### src/include/adcsc_pkg.sv
`default_nettype none
package adcsc_pkg;
	// ------------------------------------------------------------
	// geometry
	// ------------------------------------------------------------
	localparam int CH_NUM = 12;
	localparam int CH_W   = 4;
	localparam int IRQ_W  = 3;
	// ------------------------------------------------------------
	// register offsets
	// ------------------------------------------------------------
	localparam logic [7:0] OFS_START   = 8'h00;
	localparam logic [7:0] OFS_SCAN    = 8'h04;
	localparam logic [7:0] OFS_REF     = 8'h08;
	localparam logic [7:0] OFS_CLKDIV  = 8'h0C;
	localparam logic [7:0] OFS_SRST    = 8'h10;
	localparam logic [7:0] OFS_HOLD    = 8'h14;
	localparam logic [7:0] OFS_STAT    = 8'h18;
	localparam logic [7:0] OFS_IRQ_ST  = 8'h1C;
	localparam logic [7:0] OFS_IRQ_MSK = 8'h20;
	localparam logic [1:0] OFS_SLOT_HI = 2'h1;
	// ------------------------------------------------------------
	// field positions
	// ------------------------------------------------------------
	localparam int START_GO     = 0;
	localparam int START_RPT    = 1;
	localparam int START_SCAN   = 2;
	localparam int START_HP     = 3;
	localparam int SCAN_CNT_LSB = 4;
	localparam int STAT_BUSY    = 0;
	localparam int STAT_EOC     = 1;
	localparam int STAT_HPEOC   = 2;
	localparam int IRQ_DONE     = 0;
	localparam int IRQ_REFUSE   = 1;
	localparam int IRQ_HP       = 2;
	// ------------------------------------------------------------
	// values after reset and codes
	// ------------------------------------------------------------
	localparam logic [3:0] RST_FIRST  = 4'h0;
	localparam logic [3:0] RST_COUNT  = 4'hC;
	localparam logic [2:0] RST_CLKDIV = 3'h2;
	localparam logic [6:0] SH_MIN     = 7'h0A;
	localparam logic [6:0] SH_MAX     = 7'h50;
	localparam logic [1:0] SRST_ARM   = 2'h2;
	localparam logic [1:0] SRST_FIRE  = 2'h1;
	localparam int         CONV_CYC   = 14;

	typedef struct packed {
		logic [3:0] first;
		logic [3:0] count;
		logic       rpt;
		logic       scan;
		logic [6:0] hold;
	} adcsc_cfg_t;
endpackage : adcsc_pkg
`default_nettype wire

### src/hw/adcsc_clkdiv.sv
`default_nettype none
module adcsc_clkdiv
	import adcsc_pkg::*;
(
	input  wire logic       i_clk,
	input  wire logic       i_arst_n,
	input  wire logic       i_restart,
	input  wire logic [2:0] i_div_sel,
	output logic            o_tick
);
	logic [3:0] cnt_q;
	logic [3:0] last;

	// code n divides by 2n, code 0 by 2
	assign last = (i_div_sel == 3'h0) ? 4'h1 : {i_div_sel, 1'b0} - 4'h1;

	always_ff @(posedge i_clk or negedge i_arst_n)
	begin
		if (!i_arst_n)
		begin
			cnt_q  <= 4'h0;
			o_tick <= 1'b0;
		end
		else if (i_restart)
		begin
			cnt_q  <= 4'h0;
			o_tick <= 1'b0;
		end
		else if (cnt_q >= last)
		begin
			cnt_q  <= 4'h0;
			o_tick <= 1'b1;
		end
		else
		begin
			cnt_q  <= cnt_q + 4'h1;
			o_tick <= 1'b0;
		end
	end
endmodule : adcsc_clkdiv
`default_nettype wire

### src/hw/adcsc_sampler.sv
`default_nettype none
module adcsc_sampler
	import adcsc_pkg::*;
#(
	parameter int CONV_TICKS = CONV_CYC
)
(
	input  wire logic       i_clk,
	input  wire logic       i_arst_n,
	input  wire logic       i_tick,
	input  wire logic       i_abort,
	input  wire logic       i_start,
	input  wire logic [6:0] i_hold,
	output logic            o_sampling,
	output logic            o_converting,
	output logic            o_done
);
	typedef enum logic [1:0] {
		SM_IDLE = 2'b00,
		SM_HOLD = 2'b01,
		SM_CONV = 2'b10
	} adcsc_sm_t;

	adcsc_sm_t  st_q;
	logic [6:0] cnt_q;

	// ------------------------------------------------------------
	// sample-hold then conversion, counted in converter ticks
	// ------------------------------------------------------------
	always_ff @(posedge i_clk or negedge i_arst_n)
	begin
		if (!i_arst_n)
		begin
			st_q         <= SM_IDLE;
			cnt_q        <= 7'h00;
			o_sampling   <= 1'b0;
			o_converting <= 1'b0;
			o_done       <= 1'b0;
		end
		else if (i_abort)
		begin
			st_q         <= SM_IDLE;
			cnt_q        <= 7'h00;
			o_sampling   <= 1'b0;
			o_converting <= 1'b0;
			o_done       <= 1'b0;
		end
		else
		begin
			o_done <= 1'b0;
			unique case (st_q)
				SM_IDLE:
				begin
					if (i_start)
					begin
						st_q       <= SM_HOLD;
						cnt_q      <= 7'h00;
						o_sampling <= 1'b1;
					end
				end
				SM_HOLD:
				begin
					if (i_tick)
					begin
						if (cnt_q == i_hold - 7'h01)
						begin
							st_q         <= SM_CONV;
							cnt_q        <= 7'h00;
							o_sampling   <= 1'b0;
							o_converting <= 1'b1;
						end
						else
							cnt_q <= cnt_q + 7'h01;
					end
				end
				SM_CONV:
				begin
					if (i_tick)
					begin
						if (cnt_q == 7'(CONV_TICKS - 1))
						begin
							st_q         <= SM_IDLE;
							o_converting <= 1'b0;
							o_done       <= 1'b1;
						end
						else
							cnt_q <= cnt_q + 7'h01;
					end
				end
				default:
					st_q <= SM_IDLE;
			endcase
		end
	end
endmodule : adcsc_sampler
`default_nettype wire

### src/hw/adcsc_ctrl.sv
// The implementer's own choices: the register addresses and the AHB-Lite interface to the registers.
`default_nettype none
module adcsc_ctrl
	import adcsc_pkg::*;
#(
	parameter int RES_W = 12
)
(
	input  wire logic             i_clk,
	input  wire logic             i_arst_n,
	input  wire logic             i_hsel,
	input  wire logic [31:0]      i_haddr,
	input  wire logic [1:0]       i_htrans,
	input  wire logic             i_hwrite,
	input  wire logic [2:0]       i_hsize,
	input  wire logic [31:0]      i_hwdata,
	input  wire logic             i_hready,
	input  wire logic [RES_W-1:0] i_conv_data,
	output logic [31:0]           o_hrdata,
	output logic                  o_hreadyout,
	output logic                  o_hresp,
	output logic                  o_irq,
	output logic [CH_W-1:0]       o_analog_input_channel,
	output logic                  o_sample_hold,
	output logic                  o_converting,
	output logic                  o_reference_power_on
);
	typedef enum logic {
		ST_IDLE = 1'b0,
		ST_CONV = 1'b1
	} adcsc_st_t;

	adcsc_cfg_t       cfg_q;
	adcsc_st_t        st_q;
	logic [2:0]       clkdiv_q;
	logic             pend_q, wr_q, rd_q;
	logic [7:0]       addr_q;
	logic [31:0]      rdata;
	logic             wr_en, rd_en, go, hp_go, start_ok, range_ok;
	logic             scan_now;
	logic [6:0]       hold_ticks_q;
	logic [4:0]       span;
	logic [CH_W-1:0]  last_q, slot_idx;
	logic             hp_mode_q, kick_q, armed_q, srst_q;
	logic             tick, done, pass_done, hp_done, refuse;
	logic             eoc_q, hpeoc_q;
	logic [IRQ_W-1:0] irq_st_q, irq_msk_q, irq_ev;
	logic [RES_W-1:0] slot_q [CH_NUM];

	// ------------------------------------------------------------
	// bus slave: one wait state per transfer, always OKAY
	// ------------------------------------------------------------
	assign o_hresp = 1'b0;
	assign wr_en   = pend_q & wr_q;
	assign rd_en   = pend_q & rd_q;

	always_ff @(posedge i_clk or negedge i_arst_n)
	begin
		if (!i_arst_n)
		begin
			pend_q      <= 1'b0;
			wr_q        <= 1'b0;
			rd_q        <= 1'b0;
			addr_q      <= 8'h00;
			o_hreadyout <= 1'b1;
		end
		else if (i_hsel && i_htrans[1] && i_hready)
		begin
			pend_q      <= 1'b1;
			wr_q        <= i_hwrite && (i_hsize == 3'h2);
			rd_q        <= !i_hwrite;
			addr_q      <= i_haddr[7:0];
			o_hreadyout <= 1'b0;
		end
		else if (pend_q)
		begin
			pend_q      <= 1'b0;
			o_hreadyout <= 1'b1;
		end
	end

	assign slot_idx = addr_q[5:2];

	always_comb
	begin
		rdata = 32'h0000_0000;
		if (addr_q[7:6] == OFS_SLOT_HI)
		begin
			if (slot_idx < CH_W'(CH_NUM))
				rdata = 32'(slot_q[slot_idx]);
		end
		else
		begin
			unique case (addr_q)
				OFS_START:   rdata = 32'({cfg_q.scan, cfg_q.rpt, 1'b0});
				OFS_SCAN:    rdata = 32'({cfg_q.count, cfg_q.first});
				OFS_REF:     rdata = 32'(o_reference_power_on);
				OFS_CLKDIV:  rdata = 32'(clkdiv_q);
				OFS_HOLD:    rdata = 32'(cfg_q.hold);
				OFS_STAT:    rdata = 32'({hpeoc_q, eoc_q, st_q});
				OFS_IRQ_ST:  rdata = 32'(irq_st_q);
				OFS_IRQ_MSK: rdata = 32'(irq_msk_q);
				default:     rdata = 32'h0000_0000;
			endcase
		end
	end

	always_ff @(posedge i_clk or negedge i_arst_n)
	begin
		if (!i_arst_n)
			o_hrdata <= 32'h0000_0000;
		else if (rd_en)
			o_hrdata <= rdata;
	end

	// ------------------------------------------------------------
	// configuration registers
	// ------------------------------------------------------------
	always_ff @(posedge i_clk or negedge i_arst_n)
	begin
		if (!i_arst_n)
		begin
			cfg_q.first          <= RST_FIRST;
			cfg_q.count          <= RST_COUNT;
			cfg_q.rpt            <= 1'b0;
			cfg_q.scan           <= 1'b0;
			cfg_q.hold           <= SH_MIN;
			clkdiv_q             <= RST_CLKDIV;
			o_reference_power_on <= 1'b0;
		end
		else if (wr_en)
		begin
			unique case (addr_q)
				OFS_START:
				begin
					cfg_q.rpt  <= i_hwdata[START_RPT];
					cfg_q.scan <= i_hwdata[START_SCAN];
				end
				OFS_SCAN:
				begin
					cfg_q.first <= i_hwdata[3:0];
					cfg_q.count <= i_hwdata[SCAN_CNT_LSB +: 4];
				end
				OFS_REF:    o_reference_power_on <= i_hwdata[0];
				OFS_CLKDIV: clkdiv_q             <= i_hwdata[2:0];
				OFS_HOLD:
				begin
					if (i_hwdata[31:7] != 25'h0 || i_hwdata[6:0] > SH_MAX)
						cfg_q.hold <= SH_MAX;
					else if (i_hwdata[6:0] < SH_MIN)
						cfg_q.hold <= SH_MIN;
					else
						cfg_q.hold <= i_hwdata[6:0];
				end
				default:
				begin
				end
			endcase
		end
	end

	// ------------------------------------------------------------
	// soft reset pair
	// ------------------------------------------------------------
	// arm on 10, fire on 01
	always_ff @(posedge i_clk or negedge i_arst_n)
	begin
		if (!i_arst_n)
		begin
			armed_q <= 1'b0;
			srst_q  <= 1'b0;
		end
		else
		begin
			srst_q <= 1'b0;
			if (wr_en && addr_q == OFS_SRST)
			begin
				armed_q <= (i_hwdata[1:0] == SRST_ARM);
				srst_q  <= armed_q && (i_hwdata[1:0] == SRST_FIRE);
			end
		end
	end

	// ------------------------------------------------------------
	// start decode and scan sequencer
	// ------------------------------------------------------------
	assign go    = wr_en && addr_q == OFS_START && i_hwdata[START_GO];
	assign hp_go = wr_en && addr_q == OFS_START && i_hwdata[START_HP];
	// a start honours the scan bit written along with it
	assign scan_now = (wr_en && addr_q == OFS_START)
		? i_hwdata[START_SCAN] : cfg_q.scan;
	assign span  = {1'b0, cfg_q.first} + {1'b0, cfg_q.count};
	// count limited to twelve minus first
	assign range_ok = cfg_q.count != 4'h0 && span <= 5'(CH_NUM);
	assign start_ok = st_q == ST_IDLE && cfg_q.first < CH_W'(CH_NUM)
		&& (!scan_now || hp_go || range_ok);
	assign refuse    = (go || hp_go) && !start_ok;
	assign pass_done = st_q == ST_CONV && done
		&& o_analog_input_channel == last_q && !hp_mode_q;
	assign hp_done   = st_q == ST_CONV && done && hp_mode_q;

	always_ff @(posedge i_clk or negedge i_arst_n)
	begin
		if (!i_arst_n)
		begin
			st_q                   <= ST_IDLE;
			o_analog_input_channel <= '0;
			last_q                 <= '0;
			hp_mode_q              <= 1'b0;
			kick_q                 <= 1'b0;
		end
		else if (srst_q)
		begin
			st_q   <= ST_IDLE;
			kick_q <= 1'b0;
		end
		else
		begin
			kick_q <= 1'b0;
			unique case (st_q)
				ST_IDLE:
				begin
					if ((go || hp_go) && start_ok)
					begin
						st_q                   <= ST_CONV;
						kick_q                 <= 1'b1;
						hp_mode_q              <= hp_go;
						o_analog_input_channel <= cfg_q.first;
						last_q                 <= (scan_now && !hp_go)
							? cfg_q.first + cfg_q.count - 4'h1
							: cfg_q.first;
					end
				end
				ST_CONV:
				begin
					if (done)
					begin
						kick_q <= 1'b1;
						if (o_analog_input_channel != last_q)
							o_analog_input_channel <=
								o_analog_input_channel + 4'h1;
						else if (cfg_q.rpt && !hp_mode_q)
							o_analog_input_channel <= cfg_q.first;
						else
						begin
							st_q   <= ST_IDLE;
							kick_q <= 1'b0;
						end
					end
				end
			endcase
		end
	end

	adcsc_clkdiv u_clkdiv (
		.i_clk     (i_clk),
		.i_arst_n  (i_arst_n),
		.i_restart (srst_q),
		.i_div_sel (clkdiv_q),
		.o_tick    (tick)
	);

	adcsc_sampler #(.CONV_TICKS(CONV_CYC)) u_sampler (
		.i_clk        (i_clk),
		.i_arst_n     (i_arst_n),
		.i_tick       (tick),
		.i_abort      (srst_q),
		.i_start      (kick_q),
		.i_hold       (cfg_q.hold),
		.o_sampling   (o_sample_hold),
		.o_converting (o_converting),
		.o_done       (done)
	);

	// ------------------------------------------------------------
	// result slots
	// ------------------------------------------------------------
	for (genvar i = 0; i < CH_NUM; i++)
	begin : g_slot
		always_ff @(posedge i_clk or negedge i_arst_n)
		begin
			if (!i_arst_n)
				slot_q[i] <= '0;
			else if (srst_q)
				slot_q[i] <= '0;
			else if (st_q == ST_CONV && done
				&& o_analog_input_channel == CH_W'(i))
				slot_q[i] <= i_conv_data;
		end
	end

	// ------------------------------------------------------------
	// completion flags and interrupts
	// ------------------------------------------------------------
	// read clears, a new event wins
	always_ff @(posedge i_clk or negedge i_arst_n)
	begin
		if (!i_arst_n)
		begin
			eoc_q   <= 1'b0;
			hpeoc_q <= 1'b0;
		end
		else if (pass_done || hp_done)
		begin
			eoc_q   <= eoc_q | pass_done;
			hpeoc_q <= hpeoc_q | hp_done;
		end
		else if (srst_q || (rd_en && addr_q == OFS_STAT))
		begin
			eoc_q   <= 1'b0;
			hpeoc_q <= 1'b0;
		end
	end

	assign irq_ev = {hp_done, refuse, pass_done};

	always_ff @(posedge i_clk or negedge i_arst_n)
	begin
		if (!i_arst_n)
		begin
			irq_st_q  <= '0;
			irq_msk_q <= '0;
			o_irq     <= 1'b0;
		end
		else
		begin
			if (wr_en && addr_q == OFS_IRQ_ST)
				irq_st_q <= (irq_st_q & ~i_hwdata[IRQ_W-1:0]) | irq_ev;
			else
				irq_st_q <= irq_st_q | irq_ev;
			if (wr_en && addr_q == OFS_IRQ_MSK)
				irq_msk_q <= i_hwdata[IRQ_W-1:0];
			o_irq <= |(irq_st_q & irq_msk_q);
		end
	end

	// ticks seen in the hold window
	always_ff @(posedge i_clk or negedge i_arst_n)
	begin
		if (!i_arst_n)
			hold_ticks_q <= 7'h00;
		else if (!o_sample_hold)
			hold_ticks_q <= 7'h00;
		else if (tick)
			hold_ticks_q <= hold_ticks_q + 7'h01;
	end
endmodule : adcsc_ctrl
`default_nettype wire

### config.mk
export PLATFORM = sky130hd
export DESIGN_NAME = adcsc_ctrl
export DESIGN_NICKNAME = d
export VERILOG_FILES = /design/src/include/adcsc_pkg.sv /design/src/hw/adcsc_clkdiv.sv /design/src/hw/adcsc_sampler.sv /design/src/hw/adcsc_ctrl.sv
export SDC_FILE = /design/constraint.sdc
export NUM_CORES = 1
export LEC_CHECK = 0
export CAP_MARGIN = 10
export CORE_UTILIZATION = 45
export DETAILED_ROUTE_END_ITERATION = 8
export DONT_BUFFER_PORTS = 1
export PLACE_DENSITY = 0.66
export SYNTH_ARGS = -nofsm -noshare
export SYNTH_HDL_FRONTEND = slang
export SYNTH_SLANG_ARGS = --single-unit
### constraint.sdc
create_clock -name i_clk -period 2.65 [get_ports i_clk]
set_input_delay 0.53 -clock i_clk [delete_from_list [all_inputs] [get_ports i_clk]]
set_output_delay 0.53 -clock i_clk [all_outputs]
set_load 0.02 [all_outputs]
==> impl_metrics.ini <==
[run_status]
status = finished with violations
violations = hold timing

[synth]
yosysTopAreaCellShare_pct = 46.5
synth_top_cell_by_area = dfrtp_1
syn_area_per_cell_sq_um = 9.85
synth-async-reset-ratio_pct = 100
netlist_instances = 1213
ys_ff_latch = 228
synth_edf_count = 0
synth_area_leaders = dfrtp_1, nand2_1, mux4_2, mux2i_1, a21oi_1
synthFlopType = dfrtp_1
synth-warning-count = 0
yosysSeqAreaShare_pct = 47.8
netlist_area_sq_um = 11900
synthDistinctLibCells = 67

[cts]
htreeDepth = 1
clock-root-buffer = clkbuf_16
tritoncts = built
clk_latency_ns = 0.54
path_clk_slew_ns = 0.06
cts_sinks = 228
cts_buffer_depth = 3
cts_buffers = 25

[sta]
maxSlewViolCount = 0
finalHoldWorstSlack_ns = -0.312
tightest_slew_ns = 0.724
relSlewSlack_pct = 51.3
timing.final.crit_share_pct = 95.0
period_minus_slack_ns = 2.52
fin_skew_ns = 0.0121
finalSetupViolCount = 0
final_hold_viol_count = 222
setup_tns_ns = 0
timing.fmax_ghz = 0.397

[floorplan]
dieWidth_um = 165
io_pins = 128
core_sq_um = 26100
initial_utilization_pct = 45.8
core.rowCount = 59
fp.dieArea_sq_um = 27200
die_h_um = 165

[critical_path]
crit_top_cell = buf_4
worstPathArrival_ns = 2.94
max_stage_delay_ns = 0.54
end_kind = flip-flop
slowest_stage = dfstp_2
path_delay_family = compound AO/OA/AOI/OAI gates
path_max_fanout = 5
cp_cell_sequence = inv_1, ha_4, xor2_1, nand2_1, a2111oi_4, buf_4, nor2_1, a211oi_4, buf_4, o21bai_1, a22o_1
crit_buf_inv = 3
cp_data_required_time_ns = 3.08
crit_type = reg2reg
critPathLaunchType = flip-flop

[power]
power.density_nw_per_um2 = 647
intPower_mw = 6.23
leakage_nw = 5.82
p_sw_share_pct = 27.9
peakVddDrop_mv = 0.568
clkPwrFrac_pct = 40.8
seqPwrFrac_pct = 45.3
switchingPower_mw = 2.41
p_comb_share_pct = 13.9

[layout]
fin_util_pct = 51.2
n_antenna_cell = 0
nets = 1333
layout_commonest_cell = nand2_1
stdcell_count = 1571
syn_to_final_growth_pct = 11.7
final_cell_mix = nand2_1, dfrtp_1, a21oi_1
fillers = 2343
drive_gt1_share_pct = 14.3

[placed_design]
place_inst = 1524
hpwl_um = 20100
gp_congestion = 0.887
portBuffers = 0

[detailed_routing]
via_per_inst = 5.74
drt_iter0_markers = 756
postRouteAntennaNets = 0
wl_um = 31100
first_pass_iters = 6
vias = 9024
drc = 0
wire_per_inst_um = 19.8

[job]
cap_violations = 0

[grt]
grt_max_degree = 229
grt_first_pass_wirelength_um = 48900
grt_use_total_pct = 23.5
antenna_found_initial = 0
grt_overflow = 0
grt_pass1_vias = 8774

[min_path]
hold_class = in2async
## power groups by stage
stage	clock [mW]	combinational [mW]	sequential [mW]
after floorplan	0	0.930	3.88
after global placement	0	1.13	3.97
after detailed placement	0	1.15	3.98
after CTS	3.58	1.16	3.91
after global routing	3.72	1.31	3.94
final	3.52	1.20	3.91
## final timing paths
check                                     end  slack [ns]  depth (start not counted)   startpoint
setup / recovery           u_sampler.cnt_q[2]        0.13                         11     cfg_q[1]
hold / removal             u_sampler.cnt_q[1]       -0.31                          0     i_arst_n
setup reg to reg           u_sampler.cnt_q[2]        0.13                         11     cfg_q[1]
hold reg to reg                       armed_q        0.49                          2      armed_q
max in group asynchronous         slot_q[126]        2.56                          0     i_arst_n
min in group i_clk                     srst_q        0.07                          1  i_hwdata[1]
## cells by family (layout without fill, tap and decap cells)
| logic type | count (synthesis) | in the layout | share of synthesized area (%) |
|---|---|---|---|
| buf+inv | 146 | 149 | 5.33 |
| other cells | 1 | 21 | 0.0314 |
| xor+xnor | 17 | 17 | 1.36 |
| flops | 228 | 228 | 47.8 |
| mux | 122 | 122 | 14.2 |
| fa+ha+maj | 27 | 27 | 2.95 |
| compound gates | 236 | 236 | 12.3 |
| simple gates | 436 | 436 | 16.0 |
## layout make-up
cell class | count | area (sq um) | area share, %
well taps | 335 | 419 | 3.14
clock buffers | 34 | 669 | 5.02
inverters | 47 | 176 | 1.32
repair buffers | 59 | 493 | 3.69
multi-input cells | 859 | 5720 | 42.9
flip-flops and latches | 228 | 5720 | 42.9
clock inverters | 9 | 145 | 1.09
## per-layer routing
| metal | track usage, % | share of wire [%] | vias to the layer above |
|---|---|---|---|
| met5 | 0 | 0 | - |
| met4 | 7.21 | 2.8 | 0 |
| li1 | - | - | 4174 |
| met3 | 3.59 | 7.2 | 49 |
| met2 | 37.6 | 47 | 335 |
| met1 | 32.8 | 43 | 4466 |
## Yosys cell counts (10+ instances only)
cell / n
nand2_1: 249
buf_4: 21
nor2_1: 87
clkbuf_1: 62
o22ai_1: 14
a21oi_1: 116
o21ai_0: 39
ha_1: 25
nor3_1: 15
dfrtp_1: 222
nand3_1: 24
mux2i_1: 66
mux4_2: 36
inv_1: 47
a22o_1: 12
mux2_2: 20
xnor2_1: 12
nor2b_1: 10
## registers in the layout, indices dropped and copies added, names as in the netlist, 4 cells and up
name                    flops
slot_q                    144
o_analog_input_channel      4
last_q                      4
o_hrdata                   12
u_clkdiv.cnt_q              4
addr_q                      8
cfg_q                      17
u_sampler.cnt_q             7
## what timing repair did
action                                 CTS  global route
pin swaps                                1             3
setup endpoints to repair                3            14
resized for setup                        1             7
endpoints found under the hold margin  228           228
buffers inserted                         0             4
## worst register-to-register path, cell delays in order (launching register included)
cell	delay (ns)
dfstp_2	0.54
inv_1	0.08
ha_4	0.28
xor2_1	0.14
nand2_1	0.10
a2111oi_4	0.30
buf_4	0.16
nor2_1	0.06
a211oi_4	0.34
buf_4	0.19
o21bai_1	0.06
a22o_1	0.17
## per-stage QoR
stage | instance area, sq um | power, mW | worst slack (ns) | hold WS, ns
2_1_floorplan | 12000 | 4.81 | 0.216 | 0.234
3_3_place_gp | 12400 | 5.10 | -0.0646 | 0.242
4_1_cts | 13300 | 8.65 | 0.00334 | -0.333
6_report | 13300 | 8.64 | 0.134 | -0.312
3_5_place_dp | 12400 | 5.13 | -0.0448 | 0.241
5_1_grt | 13300 | 8.97 | -0.0224 | -0.331
(Power assumes the default switching activity.)
